[src/common/timer_map.svh]
// register offsets, field positions and reset values of the timer core
// assumes byte addresses on the internal 16-bit bus
`ifndef TIMER_MAP_SVH
`define TIMER_MAP_SVH

// global registers (byte addresses)
`define OFS_START    8'h00
`define OFS_MODE     8'h02
`define OFS_FUNC     8'h04
`define OFS_MEN      8'h06
`define OFS_OUTCTL   8'h08

// per channel: block at 8'h10*(ch+1), register at low nibble
`define OFS_CTRL     4'h0
`define OFS_IOC      4'h2
`define OFS_STAT     4'h4
`define OFS_CNT      4'h6
`define OFS_GRA      4'h8
`define OFS_GRB      4'hA

// output control fields
`define EXTERNAL_TRIGGER_DISABLE_BIT     4
`define OLS_HI_BIT   1
`define OLS_LO_BIT   0
`define OUTCTL_FIXED 8'hEC
`define RST_OUTCTL   8'hFF

// master enable fields
`define ME_CH3A      0
`define ME_CH4A      1
`define ME_CH4B      2
`define ME_CH3B      3
`define ME_ALTA      4
`define ME_ALTB      5
`define MEN_FIXED    8'hC0
`define RST_MEN      6'h3F

// mode register phase-counting bit, status flag positions
`define PHASE_BIT    6
`define FLAG_A       0
`define FLAG_B       1
`define FLAG_OVF     2

// counter and general register reset values
`define RST_CNT      16'h0000
`define RST_GR       16'hFFFF

`endif

[src/common/timer_types_pkg.sv]
// types shared by the timer core and its channel slices
// assumes nothing beyond a SystemVerilog compiler
package timer_types_pkg;

   // how a channel counter steps on each count tick
   typedef enum logic [1:0] {CNT_UP, CNT_PHASE, CNT_TURN} count_mode_t;

   // operating mode of the channel 3/4 pair
   typedef enum logic [1:0] {PAIR_NONE, PAIR_COMPL, PAIR_RSYNC} pair_mode_t;

endpackage

[src/hw/timer_channel.sv]
// one timer channel: counter, two general registers, flags, pin levels
// assumes synchronised capture levels and a one-cycle count tick
`timescale 1ns/10ps
`include "timer_map.svh"
module timer_channel
   import timer_types_pkg::*;
#(
   parameter int W = 16
)(
   input  wire logic          clk,
   input  wire logic          rst,
   input  wire logic          init,
   input  wire logic          tick,
   input  wire logic          dir_up,
   input  wire count_mode_t   cmode,
   input  wire logic          pwm,
   input  wire logic [1:0]    clr_sel,
   input  wire logic [2:0]    ioc_a,
   input  wire logic [2:0]    ioc_b,
   input  wire logic          cap_in_a,
   input  wire logic          cap_in_b,
   input  wire logic          wr_cnt,
   input  wire logic          wr_gra,
   input  wire logic          wr_grb,
   input  wire logic          wr_stat,
   input  wire logic [1:0]    be,
   input  wire logic [W-1:0]  wdata,
   output logic      [W-1:0]  cnt,
   output logic      [W-1:0]  general_reg_a,
   output logic      [W-1:0]  general_reg_b,
   output logic      [2:0]    flags,
   output logic               cap_a_evt,
   output logic               lvl_a,
   output logic               lvl_b
);

   logic [W-1:0] cnt_reg, cnt_next, gra_reg, gra_next, grb_reg, grb_next;
   logic [2:0]   flags_reg, flags_next;
   logic         ina_reg, ina_next, inb_reg, inb_next;
   logic         dir_reg, dir_next, lva_reg, lva_next, lvb_reg, lvb_next;
   logic         cap_a, cap_b, match_a, match_b, up, ovf, clr;

   // byte lanes: be[1] high byte, be[0] low byte
   function automatic logic [W-1:0] merge(input logic [W-1:0] old,
                                          input logic [1:0]   en,
                                          input logic [W-1:0] wd);
      merge = {en[1] ? wd[W-1:8] : old[W-1:8], en[0] ? wd[7:0] : old[7:0]};
   endfunction

   // edge code: 00 rising, 01 falling, 1x both
   function automatic logic edge_hit(input logic p, input logic c,
                                     input logic [1:0] sel);
      edge_hit = sel[1] ? (p ^ c) : (sel[0] ? (p & ~c) : (~p & c));
   endfunction

   // compare output code: 00 hold, 01 low, 10 high, 11 toggle
   function automatic logic out_lvl(input logic cur, input logic [1:0] code);
      out_lvl = (code == 2'b11) ? ~cur : ((code == 2'b00) ? cur : code[1]);
   endfunction

   // event decode; io control is ignored in any pwm mode
   always_comb begin
      cap_a   = !pwm && ioc_a[2] && edge_hit(ina_reg, cap_in_a, ioc_a[1:0]);
      cap_b   = !pwm && ioc_b[2] && edge_hit(inb_reg, cap_in_b, ioc_b[1:0]);
      match_a = tick && (pwm || !ioc_a[2]) && (cnt_reg == gra_reg);
      match_b = tick && (pwm || !ioc_b[2]) && (cnt_reg == grb_reg);
      clr     = (clr_sel == 2'b01 && (match_a || cap_a)) ||
                (clr_sel == 2'b10 && (match_b || cap_b));
      up      = (cmode == CNT_UP) ? 1'b1 :
                ((cmode == CNT_PHASE) ? dir_up : dir_reg);
      ovf     = tick && ((up && (&cnt_reg)) ||
                (!up && cnt_reg == `RST_CNT));
   end

   // next state of counter, registers, flags and levels
   always_comb begin
      cnt_next   = cnt_reg;
      gra_next   = gra_reg;
      grb_next   = grb_reg;
      flags_next = flags_reg;
      dir_next   = dir_reg;
      lva_next   = lva_reg;
      lvb_next   = lvb_reg;
      ina_next   = cap_in_a;
      inb_next   = cap_in_b;
      // bus write beats clearing, clearing beats counting
      if (wr_cnt)
         cnt_next = merge(cnt_reg, be, wdata);
      else if (clr)
         cnt_next = `RST_CNT;
      else if (tick) begin
         if (cmode == CNT_TURN && !up && cnt_reg == `RST_CNT) begin
            cnt_next = W'(1); // turning point counts as underflow
            dir_next = 1'b1;
         end else
            cnt_next = up ? W'(cnt_reg + 1'b1) : W'(cnt_reg - 1'b1);
         if (cmode == CNT_TURN && up && cnt_reg == gra_reg)
            dir_next = 1'b0;
      end
      if (cmode != CNT_TURN)
         dir_next = 1'b1;
      // a capture wins over a bus write in the same cycle
      if (cap_a)
         gra_next = cnt_reg;
      else if (wr_gra)
         gra_next = merge(gra_reg, be, wdata);
      if (cap_b)
         grb_next = cnt_reg;
      else if (wr_grb)
         grb_next = merge(grb_reg, be, wdata);
      // write 0 clears a flag; a set in the same cycle wins
      if (wr_stat && be[0])
         flags_next = flags_reg & wdata[2:0];
      flags_next[`FLAG_A]   = flags_next[`FLAG_A] | match_a | cap_a;
      flags_next[`FLAG_B]   = flags_next[`FLAG_B] | match_b | cap_b;
      flags_next[`FLAG_OVF] = flags_next[`FLAG_OVF] | ovf;
      // pin levels: pwm sets A at A, clears A and toggles B at B; else per io code
      if (pwm) begin
         if (match_a) lva_next = 1'b1;
         if (match_b) lva_next = 1'b0;
         if (match_b) lvb_next = ~lvb_reg;
      end else begin
         if (match_a) lva_next = out_lvl(lva_reg, ioc_a[1:0]);
         if (match_b) lvb_next = out_lvl(lvb_reg, ioc_b[1:0]);
      end
      // standby puts counter, registers, flags, direction and levels back to reset state
      if (init) begin
         cnt_next   = `RST_CNT;
         gra_next   = `RST_GR;
         grb_next   = `RST_GR;
         flags_next = 3'h0;
         dir_next   = 1'b1;
         lva_next   = 1'b0;
         lvb_next   = 1'b0;
      end
   end

   always_ff @(posedge clk or posedge rst) begin
      if (rst) begin
         cnt_reg   <= `RST_CNT;
         gra_reg   <= `RST_GR;
         grb_reg   <= `RST_GR;
         flags_reg <= 3'h0;
         dir_reg   <= 1'b1;
         lva_reg   <= 1'b0;
         lvb_reg   <= 1'b0;
         ina_reg   <= 1'b0;
         inb_reg   <= 1'b0;
      end else begin
         cnt_reg   <= cnt_next;
         gra_reg   <= gra_next;
         grb_reg   <= grb_next;
         flags_reg <= flags_next;
         dir_reg   <= dir_next;
         lva_reg   <= lva_next;
         lvb_reg   <= lvb_next;
         ina_reg   <= ina_next;
         inb_reg   <= inb_next;
      end
   end

   assign cnt       = cnt_reg;
   assign general_reg_a       = gra_reg;
   assign general_reg_b       = grb_reg;
   assign flags     = flags_reg;
   assign cap_a_evt = cap_a;
   assign lvl_a     = lva_reg;
   assign lvl_b     = lvb_reg;

endmodule

[src/hw/timer_core.sv]
// five-channel 16-bit timer core behind the internal 16-bit cpu bus
// assumes a single-cycle write strobe and reads answered one cycle later
//
// Functional notes
// - master enable bit 0 low: channel 3 pin A never driven by timer
// - trigger enabled: channel 1 capture A clears channel 3 A enable
// - master enable bit 0 high: pin A follows io, mode, function settings
// - output control resets to all ones on reset and standby
// - output control bits 7-5, 3, 2 ignore writes and read as one
// - trigger disable and level selects act only in paired pwm modes
// - bit 4 low: channel 1 capture A clears master enables 5 to 0
// - level select high bit low inverts ch3 A, ch4 A, ch4 B outputs
// - level select low bit low inverts ch3 B and both channel-4 alternates
// - each channel counts ticks from its prescaler-selected clock source; ch2 in phase mode counts ext clock A edges
// - ch0/1 up only; ch2 up/down in phase mode; ch3/4 in complementary
// - counter clears on match or capture of its A or B register
// - wrap from all ones to zero sets the channel overflow flag
// - wrap from zero to all ones counting down sets overflow too
// - counters read and written by word or byte over the bus
// - counters reset to zero on reset and standby
// - two general registers per channel, compare or capture by io control
// - compare: equality with counter sets the matching A or B flag
// - capture: selected edge copies counter and sets the flag together
// - io control ignored in pwm, complementary and reset-synchronized pwm
// - general registers read and written by word or byte over the bus
// - general registers reset to all ones, compare with no output
// - pair select bits join ch3/4; low bit picks complementary or reset-sync
`timescale 1ns/10ps
`include "timer_map.svh"
module timer_core
   import timer_types_pkg::*;
#(
   parameter int NCH = 5
)(
   input  wire logic        SYS_CLK,
   input  wire logic        RST,
   input  wire logic        STANDBY,
   input  wire logic [7:0]  BUS_ADDR,
   input  wire logic        BUS_WR,
   input  wire logic        BUS_RD,
   input  wire logic [1:0]  BUS_BE,
   input  wire logic [15:0] BUS_WDATA,
   output logic      [15:0] BUS_RDATA,
   output logic             BUS_RVALID,
   input  wire logic [3:0]  EXT_CLK_IN,
   input  wire logic [4:0]  PIN_A_IN,
   input  wire logic [4:0]  PIN_B_IN,
   output logic      [4:0]  PIN_A_OUT,
   output logic      [4:0]  PIN_A_OE_N,
   output logic      [4:0]  PIN_B_OUT,
   output logic      [4:0]  PIN_B_OE_N,
   output logic      [1:0]  ALT_OUT,
   output logic      [1:0]  ALT_OE_N
);

   localparam int NSYNC = 4 + 2 * NCH;

   // pin synchroniser: three stages, level changes when stage 2 and 3 agree
   logic [NSYNC-1:0] pin_raw;
   logic [NSYNC-1:0] s1_reg, s2_reg, s3_reg;
   logic [NSYNC-1:0] filt_reg, filt_next, filtq_reg;
   logic [3:0]       ext_f, ext_q, ext_rise;

   assign pin_raw = {PIN_B_IN, PIN_A_IN, EXT_CLK_IN};

   always_comb begin
      filt_next = (~(s2_reg ^ s3_reg) & s3_reg) |
                  ((s2_reg ^ s3_reg) & filt_reg);
   end

   always_ff @(posedge SYS_CLK or posedge RST) begin
      if (RST) begin
         s1_reg    <= '0;
         s2_reg    <= '0;
         s3_reg    <= '0;
         filt_reg  <= '0;
         filtq_reg <= '0;
      end else begin
         s1_reg    <= pin_raw;
         s2_reg    <= s1_reg;
         s3_reg    <= s2_reg;
         filt_reg  <= filt_next;
         filtq_reg <= filt_reg;
      end
   end

   assign ext_f    = filt_reg[3:0];
   assign ext_q    = filtq_reg[3:0];
   assign ext_rise = ext_f & ~ext_q;

   // control and configuration registers
   logic [4:0]  start_reg, start_next;
   logic [7:0]  mode_reg, mode_next;
   logic [1:0]  func_reg, func_next;
   logic [5:0]  men_reg, men_next;
   logic        external_trigger_disable_reg, external_trigger_disable_next;
   logic        olsh_reg, olsh_next;
   logic        olsl_reg, olsl_next;
   logic [7:0]  ctrl_reg [NCH];
   logic [7:0]  ctrl_next [NCH];
   logic [7:0]  ioc_reg [NCH];
   logic [7:0]  ioc_next [NCH];
   logic [2:0]  div_reg, div_next;
   logic [15:0] rdata_reg, rdata_next;
   logic        rvalid_reg;

   // channel outputs
   logic [15:0] cnt_w [NCH];
   logic [15:0] gra_w [NCH];
   logic [15:0] grb_w [NCH];
   logic [2:0]  flags_w [NCH];
   logic [NCH-1:0] cap_a_w, lvl_a_w, lvl_b_w, pwm_w;

   // bus address split
   logic [3:0]  ch_sel;
   logic [2:0]  ch_idx;
   logic        ch_hit;
   pair_mode_t  pair;
   logic        paired, trigger, inv_hi, inv_lo;

   assign ch_sel = BUS_ADDR[7:4];
   assign ch_idx = 3'(ch_sel - 4'h1);
   assign ch_hit = (ch_sel >= 4'h1) && (ch_sel <= 4'(NCH));

   // pair select: 1x joins ch3/4, low bit picks reset-synchronized
   always_comb begin
      if (!func_reg[1])
         pair = PAIR_NONE;
      else if (func_reg[0])
         pair = PAIR_RSYNC;
      else
         pair = PAIR_COMPL;
   end

   assign paired  = (pair != PAIR_NONE);
   // external trigger only counts in the paired modes
   assign trigger = paired && !external_trigger_disable_reg && cap_a_w[1];
   assign inv_hi  = paired && !olsh_reg;
   assign inv_lo  = paired && !olsl_reg;

   // register writes; standby and the trigger override the bus
   always_comb begin
      start_next = start_reg;
      mode_next  = mode_reg;
      func_next  = func_reg;
      men_next   = men_reg;
      external_trigger_disable_next  = external_trigger_disable_reg;
      olsh_next  = olsh_reg;
      olsl_next  = olsl_reg;
      ctrl_next  = ctrl_reg;
      ioc_next   = ioc_reg;
      div_next   = 3'(div_reg + 3'h1);
      if (BUS_WR && BUS_BE[0]) begin
         if (BUS_ADDR == `OFS_START)
            start_next = BUS_WDATA[4:0];
         else if (BUS_ADDR == `OFS_MODE)
            mode_next = BUS_WDATA[7:0];
         else if (BUS_ADDR == `OFS_FUNC)
            func_next = BUS_WDATA[1:0];
         else if (BUS_ADDR == `OFS_MEN)
            men_next = BUS_WDATA[5:0];
         else if (BUS_ADDR == `OFS_OUTCTL) begin
            // fixed bits are not stored at all
            external_trigger_disable_next = BUS_WDATA[`EXTERNAL_TRIGGER_DISABLE_BIT];
            olsh_next = BUS_WDATA[`OLS_HI_BIT];
            olsl_next = BUS_WDATA[`OLS_LO_BIT];
         end else if (ch_hit && BUS_ADDR[3:0] == `OFS_CTRL)
            ctrl_next[ch_idx] = BUS_WDATA[7:0];
         else if (ch_hit && BUS_ADDR[3:0] == `OFS_IOC)
            ioc_next[ch_idx] = BUS_WDATA[7:0];
      end
      // same edge as the capture, so no extra cycle of drive
      if (trigger)
         men_next = 6'h00;
      if (STANDBY) begin
         start_next = 5'h00;
         mode_next  = 8'h00;
         func_next  = 2'h0;
         men_next   = `RST_MEN;
         external_trigger_disable_next  = 1'b1;
         olsh_next  = 1'b1;
         olsl_next  = 1'b1;
         div_next   = 3'h0;
         for (int i = 0; i < NCH; i++) begin
            ctrl_next[i] = 8'h00;
            ioc_next[i]  = 8'h00;
         end
      end
   end

   always_ff @(posedge SYS_CLK or posedge RST) begin
      if (RST) begin
         start_reg <= 5'h00;
         mode_reg  <= 8'h00;
         func_reg  <= 2'h0;
         men_reg   <= `RST_MEN;
         external_trigger_disable_reg  <= 1'b1;
         olsh_reg  <= 1'b1;
         olsl_reg  <= 1'b1;
         div_reg   <= 3'h0;
         for (int i = 0; i < NCH; i++) begin
            ctrl_reg[i] <= 8'h00;
            ioc_reg[i]  <= 8'h00;
         end
      end else begin
         start_reg <= start_next;
         mode_reg  <= mode_next;
         func_reg  <= func_next;
         men_reg   <= men_next;
         external_trigger_disable_reg  <= external_trigger_disable_next;
         olsh_reg  <= olsh_next;
         olsl_reg  <= olsl_next;
         div_reg   <= div_next;
         ctrl_reg  <= ctrl_next;
         ioc_reg   <= ioc_next;
      end
   end

   // prescaler tick: internal /1,/2,/4,/8 or rising edge of an ext clock
   function automatic logic tick_sel(input logic [2:0] sel,
                                     input logic [2:0] div,
                                     input logic [3:0] rise);
      case (sel)
         3'h0:    tick_sel = 1'b1;
         3'h1:    tick_sel = div[0];
         3'h2:    tick_sel = &div[1:0];
         3'h3:    tick_sel = &div;
         default: tick_sel = rise[sel[1:0]];
      endcase
   endfunction

   // one slice per channel; ch2 may phase count, ch3/4 join when paired
   for (genvar i = 0; i < NCH; i++) begin : g_ch
      logic        hit, phase_on, tick, pwm;
      count_mode_t cmode;

      assign hit      = BUS_WR && ch_sel == 4'(i + 1);
      assign phase_on = mode_reg[`PHASE_BIT] && (i == 2);
      // phase counting steps on every edge of ext clock A
      assign tick     = start_reg[i] && (phase_on ? (ext_f[0] ^ ext_q[0]) :
                        tick_sel(ctrl_reg[i][2:0], div_reg, ext_rise));
      assign cmode    = phase_on ? CNT_PHASE :
                        ((pair == PAIR_COMPL && i >= 3) ? CNT_TURN : CNT_UP);
      assign pwm      = mode_reg[i] || (paired && i >= 3);
      assign pwm_w[i] = pwm;

      timer_channel #(
         .W (16)
      ) u_ch (
         .clk       (SYS_CLK),
         .rst       (RST),
         .init      (STANDBY),
         .tick      (tick),
         .dir_up    (ext_f[0] ^ ext_f[1]),
         .cmode     (cmode),
         .pwm       (pwm),
         .clr_sel   (ctrl_reg[i][6:5]),
         .ioc_a     (ioc_reg[i][2:0]),
         .ioc_b     (ioc_reg[i][6:4]),
         .cap_in_a  (filt_reg[4 + i]),
         .cap_in_b  (filt_reg[4 + NCH + i]),
         .wr_cnt    (hit && BUS_ADDR[3:0] == `OFS_CNT),
         .wr_gra    (hit && BUS_ADDR[3:0] == `OFS_GRA),
         .wr_grb    (hit && BUS_ADDR[3:0] == `OFS_GRB),
         .wr_stat   (hit && BUS_ADDR[3:0] == `OFS_STAT),
         .be        (BUS_BE),
         .wdata     (BUS_WDATA),
         .cnt       (cnt_w[i]),
         .general_reg_a       (gra_w[i]),
         .general_reg_b       (grb_w[i]),
         .flags     (flags_w[i]),
         .cap_a_evt (cap_a_w[i]),
         .lvl_a     (lvl_a_w[i]),
         .lvl_b     (lvl_b_w[i])
      );
   end

   // read decode; unmapped addresses read zero
   always_comb begin
      rdata_next = 16'h0000;
      if (BUS_ADDR == `OFS_START)
         rdata_next = {11'h000, start_reg};
      else if (BUS_ADDR == `OFS_MODE)
         rdata_next = {8'h00, mode_reg};
      else if (BUS_ADDR == `OFS_FUNC)
         rdata_next = {14'h0, func_reg};
      else if (BUS_ADDR == `OFS_MEN)
         rdata_next = {8'h00, `MEN_FIXED | {2'b00, men_reg}};
      else if (BUS_ADDR == `OFS_OUTCTL)
         rdata_next = {8'h00, `OUTCTL_FIXED |
                       {3'b000, external_trigger_disable_reg, 2'b00, olsh_reg, olsl_reg}};
      else if (ch_hit) begin
         if (BUS_ADDR[3:0] == `OFS_CTRL)
            rdata_next = {8'h00, ctrl_reg[ch_idx]};
         else if (BUS_ADDR[3:0] == `OFS_IOC)
            rdata_next = {8'h00, ioc_reg[ch_idx]};
         else if (BUS_ADDR[3:0] == `OFS_STAT)
            rdata_next = {13'h0, flags_w[ch_idx]};
         else if (BUS_ADDR[3:0] == `OFS_CNT)
            rdata_next = cnt_w[ch_idx];
         else if (BUS_ADDR[3:0] == `OFS_GRA)
            rdata_next = gra_w[ch_idx];
         else if (BUS_ADDR[3:0] == `OFS_GRB)
            rdata_next = grb_w[ch_idx];
      end
   end

   // read data holds until the next read
   always_ff @(posedge SYS_CLK or posedge RST) begin
      if (RST) begin
         rdata_reg  <= 16'h0000;
         rvalid_reg <= 1'b0;
      end else begin
         rdata_reg  <= BUS_RD ? rdata_next : rdata_reg;
         rvalid_reg <= BUS_RD;
      end
   end

   assign BUS_RDATA  = rdata_reg;
   assign BUS_RVALID = rvalid_reg;

   // pin drive: gating, plus ch3/4 levels inverted by level selects in paired modes
   logic [4:0] a_out, a_drv, b_out, b_drv;
   logic [1:0] alt_out, alt_drv;

   always_comb begin
      for (int i = 0; i < NCH; i++) begin
         a_out[i] = lvl_a_w[i];
         b_out[i] = lvl_b_w[i];
         // compare code 00 means no pin output
         a_drv[i] = pwm_w[i] ||
                    (!ioc_reg[i][2] && ioc_reg[i][1:0] != 2'b00);
         b_drv[i] = !pwm_w[i] &&
                    !ioc_reg[i][6] && ioc_reg[i][5:4] != 2'b00;
      end
      alt_out = 2'b00;
      alt_drv = 2'b00;
      if (paired) begin
         a_out[3] = lvl_a_w[3] ^ inv_hi;
         b_out[3] = ~lvl_a_w[3] ^ inv_lo;
         a_out[4] = lvl_a_w[4] ^ inv_hi;
         b_out[4] = lvl_b_w[4] ^ inv_hi;
         alt_out  = {~lvl_b_w[4] ^ inv_lo, ~lvl_a_w[4] ^ inv_lo};
         b_drv[3] = 1'b1;
         b_drv[4] = 1'b1;
         alt_drv  = 2'b11;
      end
      // master enables override every other setting
      a_drv[3] = a_drv[3] && men_reg[`ME_CH3A];
      b_drv[3] = b_drv[3] && men_reg[`ME_CH3B];
      a_drv[4] = a_drv[4] && men_reg[`ME_CH4A];
      b_drv[4] = b_drv[4] && men_reg[`ME_CH4B];
      alt_drv  = alt_drv & {men_reg[`ME_ALTB], men_reg[`ME_ALTA]};
   end

   assign PIN_A_OUT  = a_out;
   assign PIN_A_OE_N = ~a_drv;
   assign PIN_B_OUT  = b_out;
   assign PIN_B_OE_N = ~b_drv;
   assign ALT_OUT    = alt_out;
   assign ALT_OE_N   = ~alt_drv;

endmodule

[config.mk]
export PLATFORM = sky130hd
export DESIGN_NAME = timer_core
export DESIGN_NICKNAME = d
export VERILOG_FILES = /design/src/common/timer_types_pkg.sv /design/src/hw/timer_channel.sv /design/src/hw/timer_core.sv
export VERILOG_INCLUDE_DIRS = /design/src /design/src/common
export SDC_FILE = /design/constraint.sdc
export NUM_CORES = 2
export LEC_CHECK = 0
export BUFFER_PORTS_ARGS = -buffer_cell sky130_fd_sc_hd__buf_2
export CAP_MARGIN = 10
export CORE_MARGIN = 1.5
export CORE_UTILIZATION = 50
export CTS_CLUSTER_SIZE = 14
export DETAILED_ROUTE_END_ITERATION = 7
export GPL_ROUTABILITY_DRIVEN = 0
export PLACE_DENSITY = 0.64
export SLEW_MARGIN = 20
export SYNTH_ARGS = -nofsm -noshare
export SYNTH_HDL_FRONTEND = slang
export SYNTH_SLANG_ARGS = --single-unit
export TNS_END_PERCENT = 20
[constraint.sdc]
create_clock -name SYS_CLK -period 23.1 [get_ports SYS_CLK]
set_input_delay 1.155 -clock SYS_CLK [delete_from_list [all_inputs] [get_ports SYS_CLK]]
set_output_delay 1.155 -clock SYS_CLK [all_outputs]
set_load 0.02 [all_outputs]
==> results_dict.tcl <==
set metrics [dict create \
    status "finished with violations" \
    violations "DRC" \
    ys_seq_area_frac 0.4042 \
    numClockSinks 461 \
    avgSynthCellArea_um2 8.788 \
    firstDrtPassIters 8 \
    period_minus_slack_ns 5.561 \
    grtUsageTotal 0.3861 \
    fillers 5164 \
    vias 28070 \
    dp_hpwl_um 79970 \
    vias_per_cell 7.021 \
    overflow 0 \
    fp.dieW_um 244.1 \
    worstSkewPairLatency_ns 0.63 \
    synth_top_area_frac 0.2496 \
    hold_end "s2_reg[6]" \
    finalSetupViolCount 0 \
    cts_resized 0 \
    dpl-instance-area_um2 29800 \
    p_comb_frac 0.134 \
    synth-seq-cells 461 \
    reg2reg_setup_slack_ns 18.95 \
    final_cell_area_um2 31610 \
    r2r-end "g_ch[4].u_ch.dir_reg" \
    synth_cells 3308 \
    numPortBuffers 85 \
    detail-route-antenna-nets 0 \
    power.switching_mw 0.6040 \
    min_path_cells 0 \
    grt_pass1_wl_um 173300 \
    routed_wl_um 116700 \
    fin_setup_tns_ns 0 \
    ir_drop_v 0.00006243 \
    power_mw 2.049 \
    numCtsBuffers 53 \
    synthXorXnorAreaFrac 0.05845 \
    nets 3282 \
    wl_per_cell_um 29.19 \
    relSlewSlack 0.1885 \
    start_util 0.5048 \
    critPathArrivalTime_ns 6.07 \
    grt_pass1_vias 26607 \
    hold_buffers 0 \
    async_reset_ff_frac 1.000 \
    tightest_slew_ns 1.213 \
    path_max_fanout 82 \
    finalCritPeriodShare 0.2407 \
    drc 20 \
    ios 86 \
    rr_worst_depth 8 \
    hold_class "flip-flop to flip-flop" \
    core_area_um2 57590 \
    root_buffer "clkbuf_16" \
    cts_tree "built" \
    cp.required_ns 23.61 \
    synth_nets 3402 \
    netlist-cell-type-count 87 \
    rsz0062_at_grt "no" \
    fin_worst_skew_ns 0.02413 \
    die_h_um 244.1 \
    clockPowerShare 0.417 \
    synth_flop_cell "dfrtp_1" \
    synth-simple-area-share 0.1616 \
    cap_violations 0 \
    ctsHtreeMaxLevel 2 \
    dr.first_iter.drc_count 4226 \
    r2r_start "g_ch[4].u_ch.cnt[15]" \
    antenna_found_initial 3 \
    synth-compound-area-share 0.2144 \
    critPathLaunchType "input port" \
    endpoint_kind "flip-flop" \
    synth_top_family_by_area "compound AO/OA/AOI/OAI gates" \
    grt_max_degree 157 \
    p_int_mw 1.445 \
    sw_frac_of_total 0.2948 \
    die_area_um2 59590 \
    cts.clk_slew.worst_paths_ns 0.06 \
    cts_setup_buffers 0 \
    powerDensity_nw_per_um2 64.83 \
    yosys.area_share.adder 0.02617 \
    report.final.slew_viol_count 0 \
    synth.area.mux_share 0.08148 \
    min_from "s1_reg[6]" \
    seqPwrFrac 0.448 \
    synth_top_area_cell "dfrtp_1" \
    syn_area_um2 29070 \
    final_cells 3998 \
    cts_buffer_depth 3 \
    yosys-top-cells-area "dfrtp_1, dfstp_2, mux2i_1" \
    syn2layout_area_growth_pct 8.725 \
    dp.cells 3897 \
    crit_type "input port to flip-flop" \
    max_freq_mhz 179.8 \
    num_rows 88 \
    yosysWarnings 0 \
    power.leakage_nw 13.40 \
    final-hold-violation-count 0 \
    layout-drive-gt1-share 0.1445 \
    synth-edff-count 0 \
]
-- cells in the mapped netlist (14+ instances only) --
cell type	number
dfrtp_1	290
nand2b_1	19
nor2b_1	22
nor3_1	72
nor4_1	46
nand3_1	111
nor2_1	330
xor2_1	101
and3_1	25
nor3b_1	15
a21oi_1	229
clkbuf_1	262
o22ai_1	63
o22a_1	24
xnor2_1	93
maj3_1	14
o21ai_1	34
mux2i_1	213
o221ai_1	57
o211ai_1	24
o21ai_0	144
a22o_1	44
nand4_1	40
a31oi_1	173
inv_1	79
ha_1	48
dfstp_2	171
a22oi_1	25
buf_1	27
buf_2	20
and2_1	20
nand2_1	246
o32ai_1	14
-- worst max-delay path, cell delays in order --
cell	delay, ns
buf_2	0.10
buf_4	0.31
inv_2	0.18
buf_4	0.67
ha_1	0.45
xnor2_2	0.17
buf_4	0.71
nand3_1	0.79
o221ai_1	0.42
o21ai_0	0.14
o41ai_1	0.43
a31oi_1	0.13
mux2_2	0.29
-- metal layers --
metal | track usage | part of all wire
met1 | 0.5065 | 0.38
met2 | 0.5530 | 0.41
met3 | 0.1157 | 0.13
met4 | 0.2478 | 0.079
met5 | 0.003268 | 0.00023
-- cells by family (layout without fill, tap and decap cells) --
logic type,after synthesis,after routing
XOR/XNOR,194,194
flip-flops,461,461
adder cells (fa/ha/maj),63,63
AO/OA/AOI/OAI,960,960
AND/OR/NAND/NOR,1001,1001
other,0,1
multiplexers,229,229
buffers and inverters,400,324
-- placed cells by master (no fill, tap or decap), types with 44 or more instances in the layout --
| cell | n |
|---|---|
| a21oi_1 | 229 |
| a22o_1 | 44 |
| a31oi_1 | 172 |
| buf_2 | 84 |
| buf_4 | 55 |
| clkbuf_16 | 53 |
| dfrtp_1 | 290 |
| dfstp_2 | 171 |
| ha_1 | 47 |
| inv_1 | 77 |
| mux2i_1 | 213 |
| nand2_1 | 246 |
| nand3_1 | 111 |
| nor2_1 | 329 |
| nor3_1 | 68 |
| nor4_1 | 45 |
| o21ai_0 | 144 |
| o221ai_1 | 57 |
| o22ai_1 | 63 |
| xnor2_1 | 92 |
| xor2_1 | 100 |
-- power groups by stage --
| stage | registers, mW | logic, mW | clock network [mW] |
|---|---|---|---|
| floorplan | 0.902 | 0.185 | 0 |
| global placement | 0.927 | 0.256 | 0 |
| detailed placement | 0.928 | 0.262 | 0 |
| CTS | 0.915 | 0.263 | 0.860 |
| global route | 0.920 | 0.292 | 0.892 |
| finish | 0.918 | 0.276 | 0.855 |
-- final cells by class --
type | count | area [um2] | area share
antenna | 1 | 2.502 | 0.00007918
clock buffer | 83 | 1549 | 0.04901
clock inverter | 16 | 190.2 | 0.006017
inverter | 82 | 320.3 | 0.01013
multi-input combinational | 2447 | 15950 | 0.5045
sequential | 461 | 11750 | 0.3718
tap | 765 | 957.2 | 0.03029
timing repair buffer | 143 | 890.9 | 0.02819
-- worst max path at each step --
| stage | from | end | slack [ns] | cells past startpoint |
|---|---|---|---|---|
| 2_1_floorplan | RST | BUS_RDATA[0] | 9.37 | 1 |
| 4_1_cts | BUS_ADDR[4] | BUS_RDATA[3] | 17.83 | 13 |
| 3_5_place_dp | BUS_ADDR[4] | BUS_RDATA[3] | 17.20 | 13 |
| 5_1_grt | BUS_ADDR[4] | BUS_RDATA[3] | 17.42 | 13 |
| 6_report | BUS_ADDR[4] | BUS_RDATA[3] | 17.54 | 13 |
| 3_3_place_gp | BUS_ADDR[4] | BUS_RDATA[4] | 17.35 | 13 |
-- metrics by stage --
| stage | utilization | hold slack, ns | setup WS (ns) |
|---|---|---|---|
| floorplan | - | 0.3312 | 9.374 |
| global placement | 0.5174 | 0.3344 | 17.35 |
| detailed placement | 0.5174 | 0.3347 | 17.20 |
| CTS | 0.5476 | 0.3476 | 17.83 |
| global route | 0.5488 | 0.3517 | 17.42 |
| finish | 0.5488 | 0.3465 | 17.54 |
No activity file was read; power rests on OpenSTA's default activity.
